File: src/csi_consts.svh
// Constants of the clocked serial shift port: widths, bit positions, counts
`ifndef CSI_SHIFT_PORT_CONSTS_SVH
`define CSI_SHIFT_PORT_CONSTS_SVH

// ----------------------------------------------------------------------------
// Data unit
// ----------------------------------------------------------------------------
`define CSI_DATA_W       8
`define CSI_MSB_POS      7
`define CSI_LSB_POS      0
`define CSI_CNT_W        3
`define CSI_CNT_ZERO     3'h0
`define CSI_CNT_ONE      3'h1
`define CSI_CNT_LAST     3'h7

// ----------------------------------------------------------------------------
// Reset values
// ----------------------------------------------------------------------------
`define CSI_BYTE_RST     8'h00
`define CSI_BIT_RST      1'b0
`define CSI_SYNC_RST     2'h0
`define CSI_RST_DONE     2'h3
`define CSI_SYNC_LAST    1
`define CSI_ARM_W        3
`define CSI_ARM_RST      3'h0

`endif

File: src/csi_pkg.sv
// Types shared by the clocked serial shift port
package csi_pkg;

  // --------------------------------------------------------------------------
  // Transfer sequencing
  // --------------------------------------------------------------------------
  typedef enum logic [1:0] {
    XFER_IDLE  = 2'b00,
    XFER_FIRST = 2'b01,
    XFER_SHIFT = 2'b10
  } xfer_state_e;

endpackage : csi_pkg

File: src/csi_shift_port.sv
// Eight-bit three-wire clocked serial shift port, slave clocked
//
// Behaviour
// - Phase 0: the first leading clock edge puts buffer bit one out.
// - Phase 0: the next trailing edge loads, shifts and captures input.
// - Phase 0: later leading edges put shift register bits out.
// - Phase 1: the start strobe itself puts buffer bit one out.
// - Phase 1: the first leading edge loads, shifts and captures input.
// - Phase 1: later trailing edges put shift register bits out.
// - After a transfer the output keeps the last transmitted bit.
// - Disabled: output low in receive mode, latch (low) in phase 0.
// - Disabled, transmit, phase 1: output is buffer bit 7 or bit 0.
// - Mode writes, and phase and order writes while disabled, change the output level on the next ref_clk edge.
// - Data moves in 8-bit units, one bit per serial clock.
// - Buffer write in transmit mode or shift read in receive starts.
// - Busy rises at start; after 8 bits done flag set and busy clear.
// - Clearing the enable resets busy, shift register and sequencing.
`timescale 1ns/100ps
`include "csi_consts.svh"

module csi_shift_port (
  // Clock and reset
  input  wire logic                    ref_clk,
  input  wire logic                    resetn,
  // Configuration bits
  input  wire logic                    port_enable_bit,
  input  wire logic                    transmit_mode_bit,
  input  wire logic                    data_phase_select,
  input  wire logic                    bit_order_select,
  input  wire logic                    clock_polarity_bit,
  // Software data access
  input  wire logic                    tx_write,
  input  wire logic [`CSI_DATA_W-1:0]  tx_data,
  input  wire logic                    rx_read,
  output logic      [`CSI_DATA_W-1:0]  transmit_buffer,
  output logic      [`CSI_DATA_W-1:0]  shift_register,
  // Status
  output logic                         transfer_busy_flag,
  output logic                         completion_interrupt_flag,
  input  wire logic                    flag_clear,
  output logic                         completion_interrupt,
  // Serial pins
  input  wire logic                    shift_clock_line,
  input  wire logic                    serial_in_line,
  output logic                         serial_out_line
);

  // --------------------------------------------------------------------------
  // Reset release
  // --------------------------------------------------------------------------
  logic [1:0] rst_sync_q;
  logic       rst_n;
  logic       core_rst_n;

  always_ff @(posedge ref_clk or negedge resetn) begin
    if (!resetn) begin
      rst_sync_q <= `CSI_SYNC_RST;
    end else begin
      rst_sync_q <= {rst_sync_q[0], 1'b1};
    end
  end

  // Last stage only: a decode of both stages could glitch the async reset
  assign rst_n = rst_sync_q[`CSI_SYNC_LAST];

  // The enable acts as an asynchronous clear of the transfer core
  assign core_rst_n = rst_n & port_enable_bit;

  // --------------------------------------------------------------------------
  // Pin sampling and edge finding
  // --------------------------------------------------------------------------
  logic [1:0] pins_s;
  logic       sck_s;
  logic       si_s;
  logic       sck_prev_q;
  logic [`CSI_ARM_W-1:0] arm_q;
  logic       sck_armed;

  csi_sync2 u_sync (
    .ref_clk  (ref_clk),
    .rst_n    (rst_n),
    .async_in ({shift_clock_line, serial_in_line}),
    .sync_out (pins_s)
  );

  assign sck_s = pins_s[1];
  assign si_s  = pins_s[0];

  // Edges count only once the pin copy and its previous value are both
  // real; else an idle-high clock reads as a rise just after reset
  always_ff @(posedge ref_clk or negedge rst_n) begin
    if (!rst_n) begin
      sck_prev_q <= `CSI_BIT_RST;
      arm_q      <= `CSI_ARM_RST;
    end else begin
      sck_prev_q <= sck_s;
      arm_q      <= {arm_q[`CSI_ARM_W-2:0], 1'b1};
    end
  end

  assign sck_armed = arm_q[`CSI_ARM_W-1];

  wire sck_rise = sck_armed & sck_s & ~sck_prev_q;
  wire sck_fall = sck_armed & ~sck_s & sck_prev_q;

  // Leading edge is falling at polarity 0, rising at polarity 1
  wire lead_edge  = clock_polarity_bit ? sck_rise : sck_fall;
  wire trail_edge = clock_polarity_bit ? sck_fall : sck_rise;

  // Phase 0 captures on trailing edges, phase 1 on leading edges
  wire capture_edge = data_phase_select ? lead_edge : trail_edge;
  wire output_edge  = data_phase_select ? trail_edge : lead_edge;

  // --------------------------------------------------------------------------
  // Transfer start
  // --------------------------------------------------------------------------
  logic busy_q;
  logic busy_d;

  // A strobe while busy is dropped; software is expected not to do it
  wire access_ok = port_enable_bit & ~busy_q;
  wire start_tx  = tx_write & transmit_mode_bit;
  wire start_rx  = rx_read & ~transmit_mode_bit;
  wire start_xfer = access_ok & (start_tx | start_rx);

  // --------------------------------------------------------------------------
  // Transmit buffer
  // --------------------------------------------------------------------------
  logic [`CSI_DATA_W-1:0] tx_buf_q;
  logic [`CSI_DATA_W-1:0] tx_buf_d;

  // Kept across disable: the disabled output may show one of its bits
  assign tx_buf_d = (tx_write & ~busy_q) ? tx_data : tx_buf_q;

  always_ff @(posedge ref_clk or negedge rst_n) begin
    if (!rst_n) begin
      tx_buf_q <= `CSI_BYTE_RST;
    end else begin
      tx_buf_q <= tx_buf_d;
    end
  end

  // --------------------------------------------------------------------------
  // Sequencing
  // --------------------------------------------------------------------------
  csi_pkg::xfer_state_e       state_q;
  csi_pkg::xfer_state_e       state_d;
  logic [`CSI_CNT_W-1:0]      cnt_q;
  logic [`CSI_CNT_W-1:0]      cnt_d;

  wire in_first = (state_q == csi_pkg::XFER_FIRST);
  wire in_shift = (state_q == csi_pkg::XFER_SHIFT);
  wire last_bit = (cnt_q == `CSI_CNT_LAST);
  wire done     = in_shift & capture_edge & last_bit;

  always_comb begin
    state_d = state_q;
    cnt_d   = cnt_q;
    case (state_q)
      csi_pkg::XFER_IDLE: begin
        if (start_xfer) begin
          state_d = csi_pkg::XFER_FIRST;
          cnt_d   = `CSI_CNT_ZERO;
        end
      end
      csi_pkg::XFER_FIRST: begin
        if (capture_edge) begin
          state_d = csi_pkg::XFER_SHIFT;
          cnt_d   = `CSI_CNT_ONE;
        end
      end
      csi_pkg::XFER_SHIFT: begin
        if (capture_edge) begin
          if (last_bit) begin
            state_d = csi_pkg::XFER_IDLE;
          end else begin
            cnt_d = cnt_q + `CSI_CNT_ONE;
          end
        end
      end
      default: begin
        state_d = csi_pkg::XFER_IDLE;
        cnt_d   = `CSI_CNT_ZERO;
      end
    endcase
  end

  always_ff @(posedge ref_clk or negedge core_rst_n) begin
    if (!core_rst_n) begin
      state_q <= csi_pkg::XFER_IDLE;
      cnt_q   <= `CSI_CNT_ZERO;
    end else begin
      state_q <= state_d;
      cnt_q   <= cnt_d;
    end
  end

  // --------------------------------------------------------------------------
  // Busy and completion
  // --------------------------------------------------------------------------
  logic flag_q;
  logic flag_d;
  logic irq_q;

  assign busy_d = start_xfer ? 1'b1 : (done ? 1'b0 : busy_q);

  always_ff @(posedge ref_clk or negedge core_rst_n) begin
    if (!core_rst_n) begin
      busy_q <= `CSI_BIT_RST;
    end else begin
      busy_q <= busy_d;
    end
  end

  // Set wins over a clear in the same cycle
  assign flag_d = done | (flag_q & ~flag_clear);

  always_ff @(posedge ref_clk or negedge rst_n) begin
    if (!rst_n) begin
      flag_q <= `CSI_BIT_RST;
      irq_q  <= `CSI_BIT_RST;
    end else begin
      flag_q <= flag_d;
      irq_q  <= done;
    end
  end

  // --------------------------------------------------------------------------
  // Shift register
  // --------------------------------------------------------------------------
  logic [`CSI_DATA_W-1:0] sr_q;
  logic [`CSI_DATA_W-1:0] sr_d;

  // First capture loads from the buffer, later ones shift in place
  wire [`CSI_DATA_W-1:0] shift_src = in_first ? tx_buf_q : sr_q;
  wire [`CSI_DATA_W-1:0] shift_lsb =
    {si_s, shift_src[`CSI_MSB_POS:`CSI_LSB_POS+1]};
  wire [`CSI_DATA_W-1:0] shift_msb =
    {shift_src[`CSI_MSB_POS-1:`CSI_LSB_POS], si_s};
  wire [`CSI_DATA_W-1:0] shifted = bit_order_select ? shift_lsb : shift_msb;

  wire do_capture = (in_first | in_shift) & capture_edge;

  assign sr_d = do_capture ? shifted : sr_q;

  always_ff @(posedge ref_clk or negedge core_rst_n) begin
    if (!core_rst_n) begin
      sr_q <= `CSI_BYTE_RST;
    end else begin
      sr_q <= sr_d;
    end
  end

  // --------------------------------------------------------------------------
  // Output latch
  // --------------------------------------------------------------------------
  logic latch_q;
  logic latch_d;

  wire new_first = bit_order_select ? tx_data[`CSI_LSB_POS]
                                    : tx_data[`CSI_MSB_POS];
  wire buf_first = bit_order_select ? tx_buf_q[`CSI_LSB_POS]
                                    : tx_buf_q[`CSI_MSB_POS];
  wire sr_next   = bit_order_select ? sr_q[`CSI_LSB_POS]
                                    : sr_q[`CSI_MSB_POS];

  // Phase 1 strobe takes the fresh write data straight from the port
  wire load_strobe = start_xfer & data_phase_select;
  wire load_first  = in_first & output_edge & ~data_phase_select;
  // Phase 0 later bits on leading edges, phase 1 on trailing edges
  wire load_next   = in_shift & output_edge;

  // No load after the last capture, so the last bit stays put
  assign latch_d = load_strobe ? new_first :
                   load_first  ? buf_first :
                   load_next   ? sr_next   : latch_q;

  always_ff @(posedge ref_clk or negedge core_rst_n) begin
    if (!core_rst_n) begin
      latch_q <= `CSI_BIT_RST;
    end else begin
      latch_q <= latch_d;
    end
  end

  // --------------------------------------------------------------------------
  // Output selector
  // --------------------------------------------------------------------------
  logic so_q;
  logic so_d;

  wire disabled_buf = ~port_enable_bit & data_phase_select;
  wire buf_edge_bit = bit_order_select ? tx_buf_q[`CSI_LSB_POS]
                                       : tx_buf_q[`CSI_MSB_POS];

  // Decoded every cycle from the mode bits, so a write shows on the next ref_clk edge
  assign so_d = ~transmit_mode_bit ? 1'b0 :
                disabled_buf       ? buf_edge_bit :
                latch_q;

  // Not cleared by the enable: the disabled level must still be driven
  always_ff @(posedge ref_clk or negedge rst_n) begin
    if (!rst_n) begin
      so_q <= `CSI_BIT_RST;
    end else begin
      so_q <= so_d;
    end
  end

  // --------------------------------------------------------------------------
  // Outputs
  // --------------------------------------------------------------------------
  assign serial_out_line           = so_q;
  assign transmit_buffer           = tx_buf_q;
  assign shift_register            = sr_q;
  assign transfer_busy_flag        = busy_q;
  assign completion_interrupt_flag = flag_q;
  assign completion_interrupt      = irq_q;

endmodule : csi_shift_port

File: src/csi_sync2.sv
// Two-flop synchroniser for the serial clock and serial input pins
`timescale 1ns/100ps
`include "csi_consts.svh"

module csi_sync2 (
  // Clock and reset
  input  wire logic       ref_clk,
  input  wire logic       rst_n,
  // Asynchronous pins
  input  wire logic [1:0] async_in,
  // Synchronised copies
  output logic      [1:0] sync_out
);

  logic [1:0] meta_q;
  logic [1:0] stable_q;

  // Only the second stage is ever read downstream
  always_ff @(posedge ref_clk or negedge rst_n) begin
    if (!rst_n) begin
      meta_q   <= `CSI_SYNC_RST;
      stable_q <= `CSI_SYNC_RST;
    end else begin
      meta_q   <= async_in;
      stable_q <= meta_q;
    end
  end

  assign sync_out = stable_q;

endmodule : csi_sync2

File: config.mk
export PLATFORM = sky130hd
export DESIGN_NAME = csi_shift_port
export DESIGN_NICKNAME = d
export VERILOG_FILES = /design/src/csi_pkg.sv /design/src/csi_shift_port.sv /design/src/csi_sync2.sv
export VERILOG_INCLUDE_DIRS = /design/src
export SDC_FILE = /design/constraint.sdc
export NUM_CORES = 1
export LEC_CHECK = 0
export ABC_AREA = 1
export BUFFER_PORTS_ARGS = -buffer_cell sky130_fd_sc_hd__buf_2
export CAP_MARGIN = 10
export CORE_MARGIN = 3
export CORE_UTILIZATION = 40
export CTS_CLUSTER_SIZE = 30
export DETAILED_ROUTE_END_ITERATION = 8
export PLACE_DENSITY = 0.68
export SYNTH_ARGS = -nofsm -noshare
export SYNTH_HDL_FRONTEND = slang
export SYNTH_SLANG_ARGS = --single-unit
File: constraint.sdc
create_clock -name ref_clk -period 1.4 [get_ports ref_clk]
set_input_delay 0 -clock ref_clk [delete_from_list [all_inputs] [get_ports ref_clk]]
set_output_delay 0 -clock ref_clk [all_outputs]
set_load 0.01 [all_outputs]
==> results.md, run 1 <==
- CP required: 1580 ps
- Final core utilization: 59.3%
- Placed Area: 2130 sq um
- Largest net degree at the start of global routing: 20
- EDFF count, synth: 0
- Clk pin slew, worst setup/hold paths: 70 ps
- Syn Area/Cell: 8.48 sq um
- Vias in the first global route: 1547
- Main area contributors after synthesis: dfrtp_1, nand2_1, o21ai_0, inv_1, nor2_1
- YS warnings: 0
- Worst hold path class: input port to async pin
- Layout Nets: 309
- Status: finished, violations left
- Most common library cells after synthesis: nand2_1, dfrtp_1, inv_1, o21ai_0, nor2_1
- Count leader, synth: nand2_1
- ANT nets after route: 0
- Max-Cap Viols: 0
- Layout cells sized above 1: 33.7%
- RSZ-0062 raised after global routing: true
- Design area: 2460 sq um
- IO Pins: 40
- Area grow syn2layout: 38.6%
- CTS buffer count: 5
- Cells after Synth: 209
- Top_reg_cell synth: dfrtp_1
- Asr flop ratio synth: 100%
- Sequential share of the synthesized area: 50.8%
- Critical Path End: shift_register[5]$_DFFE_PN0P_
- GRT Total Usage: 18.0%
- Vias: 1638
- CTS root buf: clkbuf_8
- Final GP Congestion: 0.795
- Leading area contributor after synthesis: dfrtp_1
- Cells on worst reg2reg path: 9
- Post-synth top area share: 50.8%
- Global route overflow: 0
- Critical Path Start Type: register
- Failing checks: negative setup slack
- Post-layout min period: 1420 ps
- Period utilization: 101%
- Cell row count: 23
- Die area: 5270 sq um
- Diodes inserted: 0
- Clock Skews: 3.73 ps
- HPWL Detailed: 3100 microns
- Worst EP arrival: 1600 ps
- Critical Path Start: arm_q[2]$_DFF_PN0_
- Routed WL: 4230 microns
- CTS tree: done
- Final Max Slew Viols: 0
- Detailed-route DRC error count: 0
- Clk_lat worst skew: 290 ps
- WS Path Type: register to register
- Peak supply drop: 0.00112 V
- RR Endpoint: shift_register[5]$_DFFE_PN0P_
- Clk sink count: 36
- Distinct cells, synth: 25
- H-tree Lvls: 2
- Via density: 4.89
- Fillers: 387
- Final Setup Violations: 5
- Synth Register Bits: 36
- Die Wd: 72.6 microns
- WL per Instance: 12.6 microns
- Port bufs: 39
- Critical path fanouts, max: 7
- Clock Path Buffers: 2
- Initial antenna violation count: 0
- Element type at the critical path end: register
- Initial Util: 42.8%
- Synthesized area: 1770 sq um
- Setup ws final: -16.7 ps
- Fmax: 0.706 GHz
- Area occupied by multi-input gates: 805 sq um
- Fin. Hold Viols: 0
- Reg2Reg Launch Point: arm_q[2]$_DFF_PN0_
- Cell leakage power: 1.28 nW
- P per Cell Area: 1710 nW/um^2
- First-pass GRT wire length: 7220 microns
- Register Area: 901 sq um
- Worst hold slack: 12.8 ps
- R2r setup slk: -20 ps
- Core area: 4140 sq um
- DRT Pass-1 Iters: 5
- Starting DRT DRC Count: 68
- Die Y: 72.6 microns
-- worst min-delay path by stage --
stage	startpoint	end	slack (ps)	depth (start not counted)
finish	resetn	rst_sync_q[0]$_DFF_PN0_	10	2
global route	resetn	rst_sync_q[0]$_DFF_PN0_	2	2
CTS	resetn	rst_sync_q[0]$_DFF_PN0_	3	2
detailed placement	resetn	rst_sync_q[0]$_DFF_PN0_	-210	1
global placement	resetn	rst_sync_q[0]$_DFF_PN0_	-210	1
floorplan	resetn	rst_sync_q[0]$_DFF_PN0_	-300	0
-- layout make-up --
| type | count | share of cell area [%] |
|---|---|---|
| clock inverters | 2 | 0.611 |
| flip-flops and latches | 36 | 36.7 |
| repair buffers | 72 | 20.4 |
| multi-input cells | 145 | 32.7 |
| inverters | 24 | 3.67 |
| clock buffers | 6 | 3.36 |
| well taps | 50 | 2.55 |
-- sequential cells by signal, indices dropped and copies added, names as in the netlist --
| register | cells |
|---|---|
| transmit_buffer | 8 |
| u_sync.sync_out | 2 |
| u_sync.meta_q | 2 |
| state_q | 2 |
| completion_interrupt | 1 |
| transfer_busy_flag | 1 |
| rst_sync_q | 2 |
| serial_out_line | 1 |
| cnt_q | 3 |
| shift_register | 8 |
| sck_prev_q | 1 |
| latch_q | 1 |
| arm_q | 3 |
| completion_interrupt_flag | 1 |
-- cell usage in the layout (no fill, tap or decap), types with 4 or more instances in the layout --
cell / Yosys / layout
o21ai_2: 5 / 7
nand2_1: 53 / 47
a21oi_1: 9 / 8
clkbuf_8: 0 / 6
nand4_1: 4 / 4
nand3_1: 12 / 12
o21ai_0: 22 / 11
dlygate4sd3_1: 0 / 14
inv_1: 23 / 23
nand2_2: 3 / 9
buf_2: 2 / 39
o21ai_1: 2 / 11
dfrtp_1: 36 / 36
buf_4: 0 / 15
nor2_1: 17 / 16
-- metal layers --
layer / GRT usage (%) / vias to the layer above / part of all wire, %
met5: 0 / - / 0
met4: 3.69 / 0 / 0.83
met3: 5.92 / 4 / 5.4
met2: 29.6 / 44 / 50
met1: 23.4 / 765 / 44
li1: - / 825 / -
-- metrics by stage --
| step | instances | power [mW] | worst slack [ps] | setup TNS [ps] |
|---|---|---|---|---|
| after floorplan | 210 | 2.56 | -7.67 | -7.67 |
| after detailed placement | 309 | 3.21 | -64.1 | -182 |
| after CTS | 335 | 4.13 | 1.25 | 0 |
| final | 335 | 4.20 | -16.7 | -41.9 |
| after global placement | 309 | 3.17 | -9.90 | -28.5 |
| after global routing | 335 | 4.56 | -129 | -1410 |
-- repair_timing --
action                                  CTS  global route
endpoints found under the setup margin   10            15
pin swaps                                 0             8
hold buffers                             14             0
resized for setup                        10            17
endpoints found under the hold margin    29             0
buffers inserted                          4             0
-- report_power, final --
group / leakage [nW] / switching [mW] / internal [mW]
combinational: 0.788 / 1.12 / 0.830
sequential: 0.444 / 0.176 / 1.30
clock: 0.0434 / 0.370 / 0.398
-- critical path: stages (launching register included) --
cell and delay [ps]:
dfrtp_1 410, nand2_1 70, nor2_1 40, nand2_1 90, nand2_2 80, o21ai_4 270, nor2_4 100, buf_4 150
o21ai_2 40, nand2_1 60
-- cells by family after synthesis --
family / share of synthesized area (%)
adder cells (fa/ha/maj): 3.53
buffers and inverters: 6.70
AND/OR/NAND/NOR: 22.1
other: 0.212
flip-flops: 50.8
AO/OA/AOI/OAI: 14.7
multiplexers: 1.91
(Power assumes the default switching activity.)
==> inputs of run 2 (changes only) <==
--- a/config.mk
+++ b/config.mk
@@ -7,7 +7,7 @@
 export NUM_CORES = 1
 export LEC_CHECK = 0
 export ABC_AREA = 1
-export BUFFER_PORTS_ARGS = -buffer_cell sky130_fd_sc_hd__buf_2
+export BUFFER_PORTS_ARGS = -buffer_cell sky130_fd_sc_hd__clkbuf_2
 export CAP_MARGIN = 10
 export CORE_MARGIN = 3
 export CORE_UTILIZATION = 40
==> run 2 against run 1 <==
Against the previous run: the run now ends clean; register-to-register slack improved by 20 ps; power up 2.4%; die area unchanged; sequential share of layout area is 0.41 points lower; clock skew grew 2.0 ps; worst hold slack better by 14 ps; cell count decreased by 0.60%; clock power about the same; flip-flop and latch count unchanged; clock-buffer cell count unchanged.
==> results.md, run 2 (synthesis results as in run 1) <==
- Status: finished, final reports clean
- Initial Util: 42.8% (unchanged)
- Commonest non-fill, non-tap cell in the layout: nand2_1
- Combinational share of power: 47.3% (+0.8 points)
- Layout cells sized above 1: 34.6% (+0.94 points)
- Clk_lat worst skew: 290 ps (about the same)
- Initial antenna violation count: 0 (unchanged)
- IO Pins: 40 (unchanged)
- Layout Nets: 307 (-0.65%)
- Port bufs: 39 (unchanged)
- Routed WL: 4200 microns (-0.66%)
- Largest net degree at the start of global routing: 20 (unchanged)
- Worst hold path class: input port to async pin
- ANT nets after route: 0 (unchanged)
- First-pass GRT wire length: 7040 microns (-2.6%)
- Vias: 1603 (-2.1%)
- Period utilization: 99.6% (-1.6 points)
- CP required: 1590 ps (about the same)
- Global route overflow: 0 (unchanged)
- Area grow syn2layout: 40.2%
- Worst EP arrival: 1580 ps (-20 ps)
- Final GP Congestion: 0.845 (+6.2%)
- Clk pin slew, worst setup/hold paths: 70 ps (about the same)
- Cell row count: 23 (unchanged)
- Placed Area: 2130 sq um (-0.12%)
- Final Max Slew Viols: 0 (unchanged)
- Fillers: 378 (-2.3%)
- Die area: 5270 sq um (unchanged)
- Final Setup Violations: 0 (-5)
- Clk sink count: 36 (unchanged)
- Design area: 2480 sq um (+1.1%)
- Int Power: 2.57 mW (+1.5%)
- CTS buffer count: 5 (unchanged)
- Clock Path Buffers: 2 (unchanged)
- Detailed-route DRC error count: 0 (unchanged)
- RSZ-0062 raised after global routing: true
- Core area: 4140 sq um (unchanged)
- Starting DRT DRC Count: 93 (+37%)
- Clock Skews: 5.76 ps (+2.03 ps)
- Via density: 4.81 (-1.5%)
- H-tree Lvls: 2 (unchanged)
- Fin. Hold Viols: 0 (unchanged)
- P per Cell Area: 1730 nW/um^2 (+1.3%)
- Critical path fanouts, max: 6 (-1)
- Vias in the first global route: 1575 (+1.8%)
- Die Wd: 72.6 microns (unchanged)
- CTS root buf: clkbuf_8
- Sw frac: 40.3% (+0.53 points)
- Max-Cap Viols: 0 (unchanged)
- Element type at the critical path end: register
- Peak supply drop: 0.00104 V (-6.7%)
- GRT Total Usage: 17.2% (-0.88 points)
- Reg power frac: 34.9% (-0.3 points)
- Clock power frac: 17.8% (-0.5 points)
- HPWL Detailed: 3020 microns (-2.7%)
- Diodes inserted: 0 (unchanged)
- Place WS: -60.5 ps (+3.63 ps)
- Cell leakage power: 1.30 nW (+1.8%)
- Die Y: 72.6 microns (unchanged)
- Switch Pwr: 1.73 mW (+3.8%)
- Commonest non-fill, non-tap cells in the layout: nand2_1, clkbuf_2, dfrtp_1, inv_1, nor2_1
- WL per Instance: 12.6 microns (about the same)
- Fmax: 0.717 GHz (+1.6%)
- DRT Pass-1 Iters: 4 (-1)
- Critical Path Start Type: register
- Total negative slack: 0 ps (+41.9 ps)
- WS Path Type: register to register
- CTS tree: done
- Post-layout min period: 1390 ps (-22.1 ps)
- Setup ws final: 5.43 ps (+22.1 ps)
run 2: cell count changes in the layout (fill, tap and decap cells not counted), sizes merged:
cell | previous run | this run
clkinv | 0 | 2
clkbuf | 6 | 45
buf | 58 | 17
clkinvlp | 2 | 0
run 2: critical path: stages, from the launching register on:
cell and delay, ps:
dfrtp_1 410, nand2_1 80, nor2_1 40, nand2_1 90, nand2_2 80, o21ai_4 260
nor2_4 90, buf_12 150, o21ai_2 50, nand2_1 60
run 2: power by group through the flow:
stage / sequential, mW / combinational, mW / clock (mW)
after global placement: 1.50 / 1.71 / 0
after CTS: 1.49 / 1.83 / 0.782
final: 1.50 / 2.03 / 0.764
after global routing: 1.54 / 2.27 / 0.822
after floorplan: 1.56 / 0.999 / 0
after detailed placement: 1.50 / 1.72 / 0
run 2: path summary, 6_finish.rpt:
| path | cells after the start | endpoint | slack [ps] | from |
|---|---|---|---|---|
| min in group ref_clk | 5 | latch_q$_DFFE_PN0P_ | 120 | data_phase_select |
| worst min-delay path | 2 | rst_sync_q[0]$_DFF_PN0_ | 30 | resetn |
| max in group asynchronous | 3 | shift_register[7]$_DFFE_PN0P_ | 770 | rst_sync_q[1]$_DFF_PN0_ |
| worst max-delay path | 9 | shift_register[5]$_DFFE_PN0P_ | 5 | sck_prev_q$_DFF_PN0_ |
| worst max register to register | 9 | shift_register[5]$_DFFE_PN0P_ | 5 | sck_prev_q$_DFF_PN0_ |
| worst min register to register | 2 | cnt_q[1]$_DFFE_PN0P_ | 280 | rst_sync_q[1]$_DFF_PN0_ |
run 2: final cells by class:
type / count / area, sq um / share of cell area, %
inverter: 24 / 90.1 / 3.63
timing repair buffer: 70 / 495 / 19.9
clock buffer: 6 / 82.6 / 3.32
clock inverter: 2 / 10.0 / 0.403
multi-input combinational: 145 / 843 / 33.9
sequential: 36 / 901 / 36.3
tap: 50 / 62.6 / 2.52
run 2: layer usage:
layer  routed length (microns)  part of all wire [%]  GRT usage, %  vias up
li1                          -                     -             -      824
met1                      1870                    45          22.6      737
met2                      2040                    49          28.1       35
met3                       216                   5.1          3.86        7
met4                        70                   1.7          5.53        0
met5                         0                     0             0        -
run 2: per-stage QoR:
stage	power, mW	cells	util (%)	hold WS (ps)
2_1_floorplan	2.56	210	-	-296
3_3_place_gp	3.21	307	51.4	-212
3_5_place_dp	3.23	307	51.4	-210
4_1_cts	4.09	332	57.9	19.0
5_1_grt	4.63	333	60.0	30.4
6_report	4.30	333	60.0	26.8
run 2: repair_timing:
item,in CTS,in global routing
buffers inserted,3,1
gates resized for setup,6,29
endpoints found under the setup margin,10,15
endpoints found under the hold margin,29,0
hold buffers,14,0
pin swaps,1,1
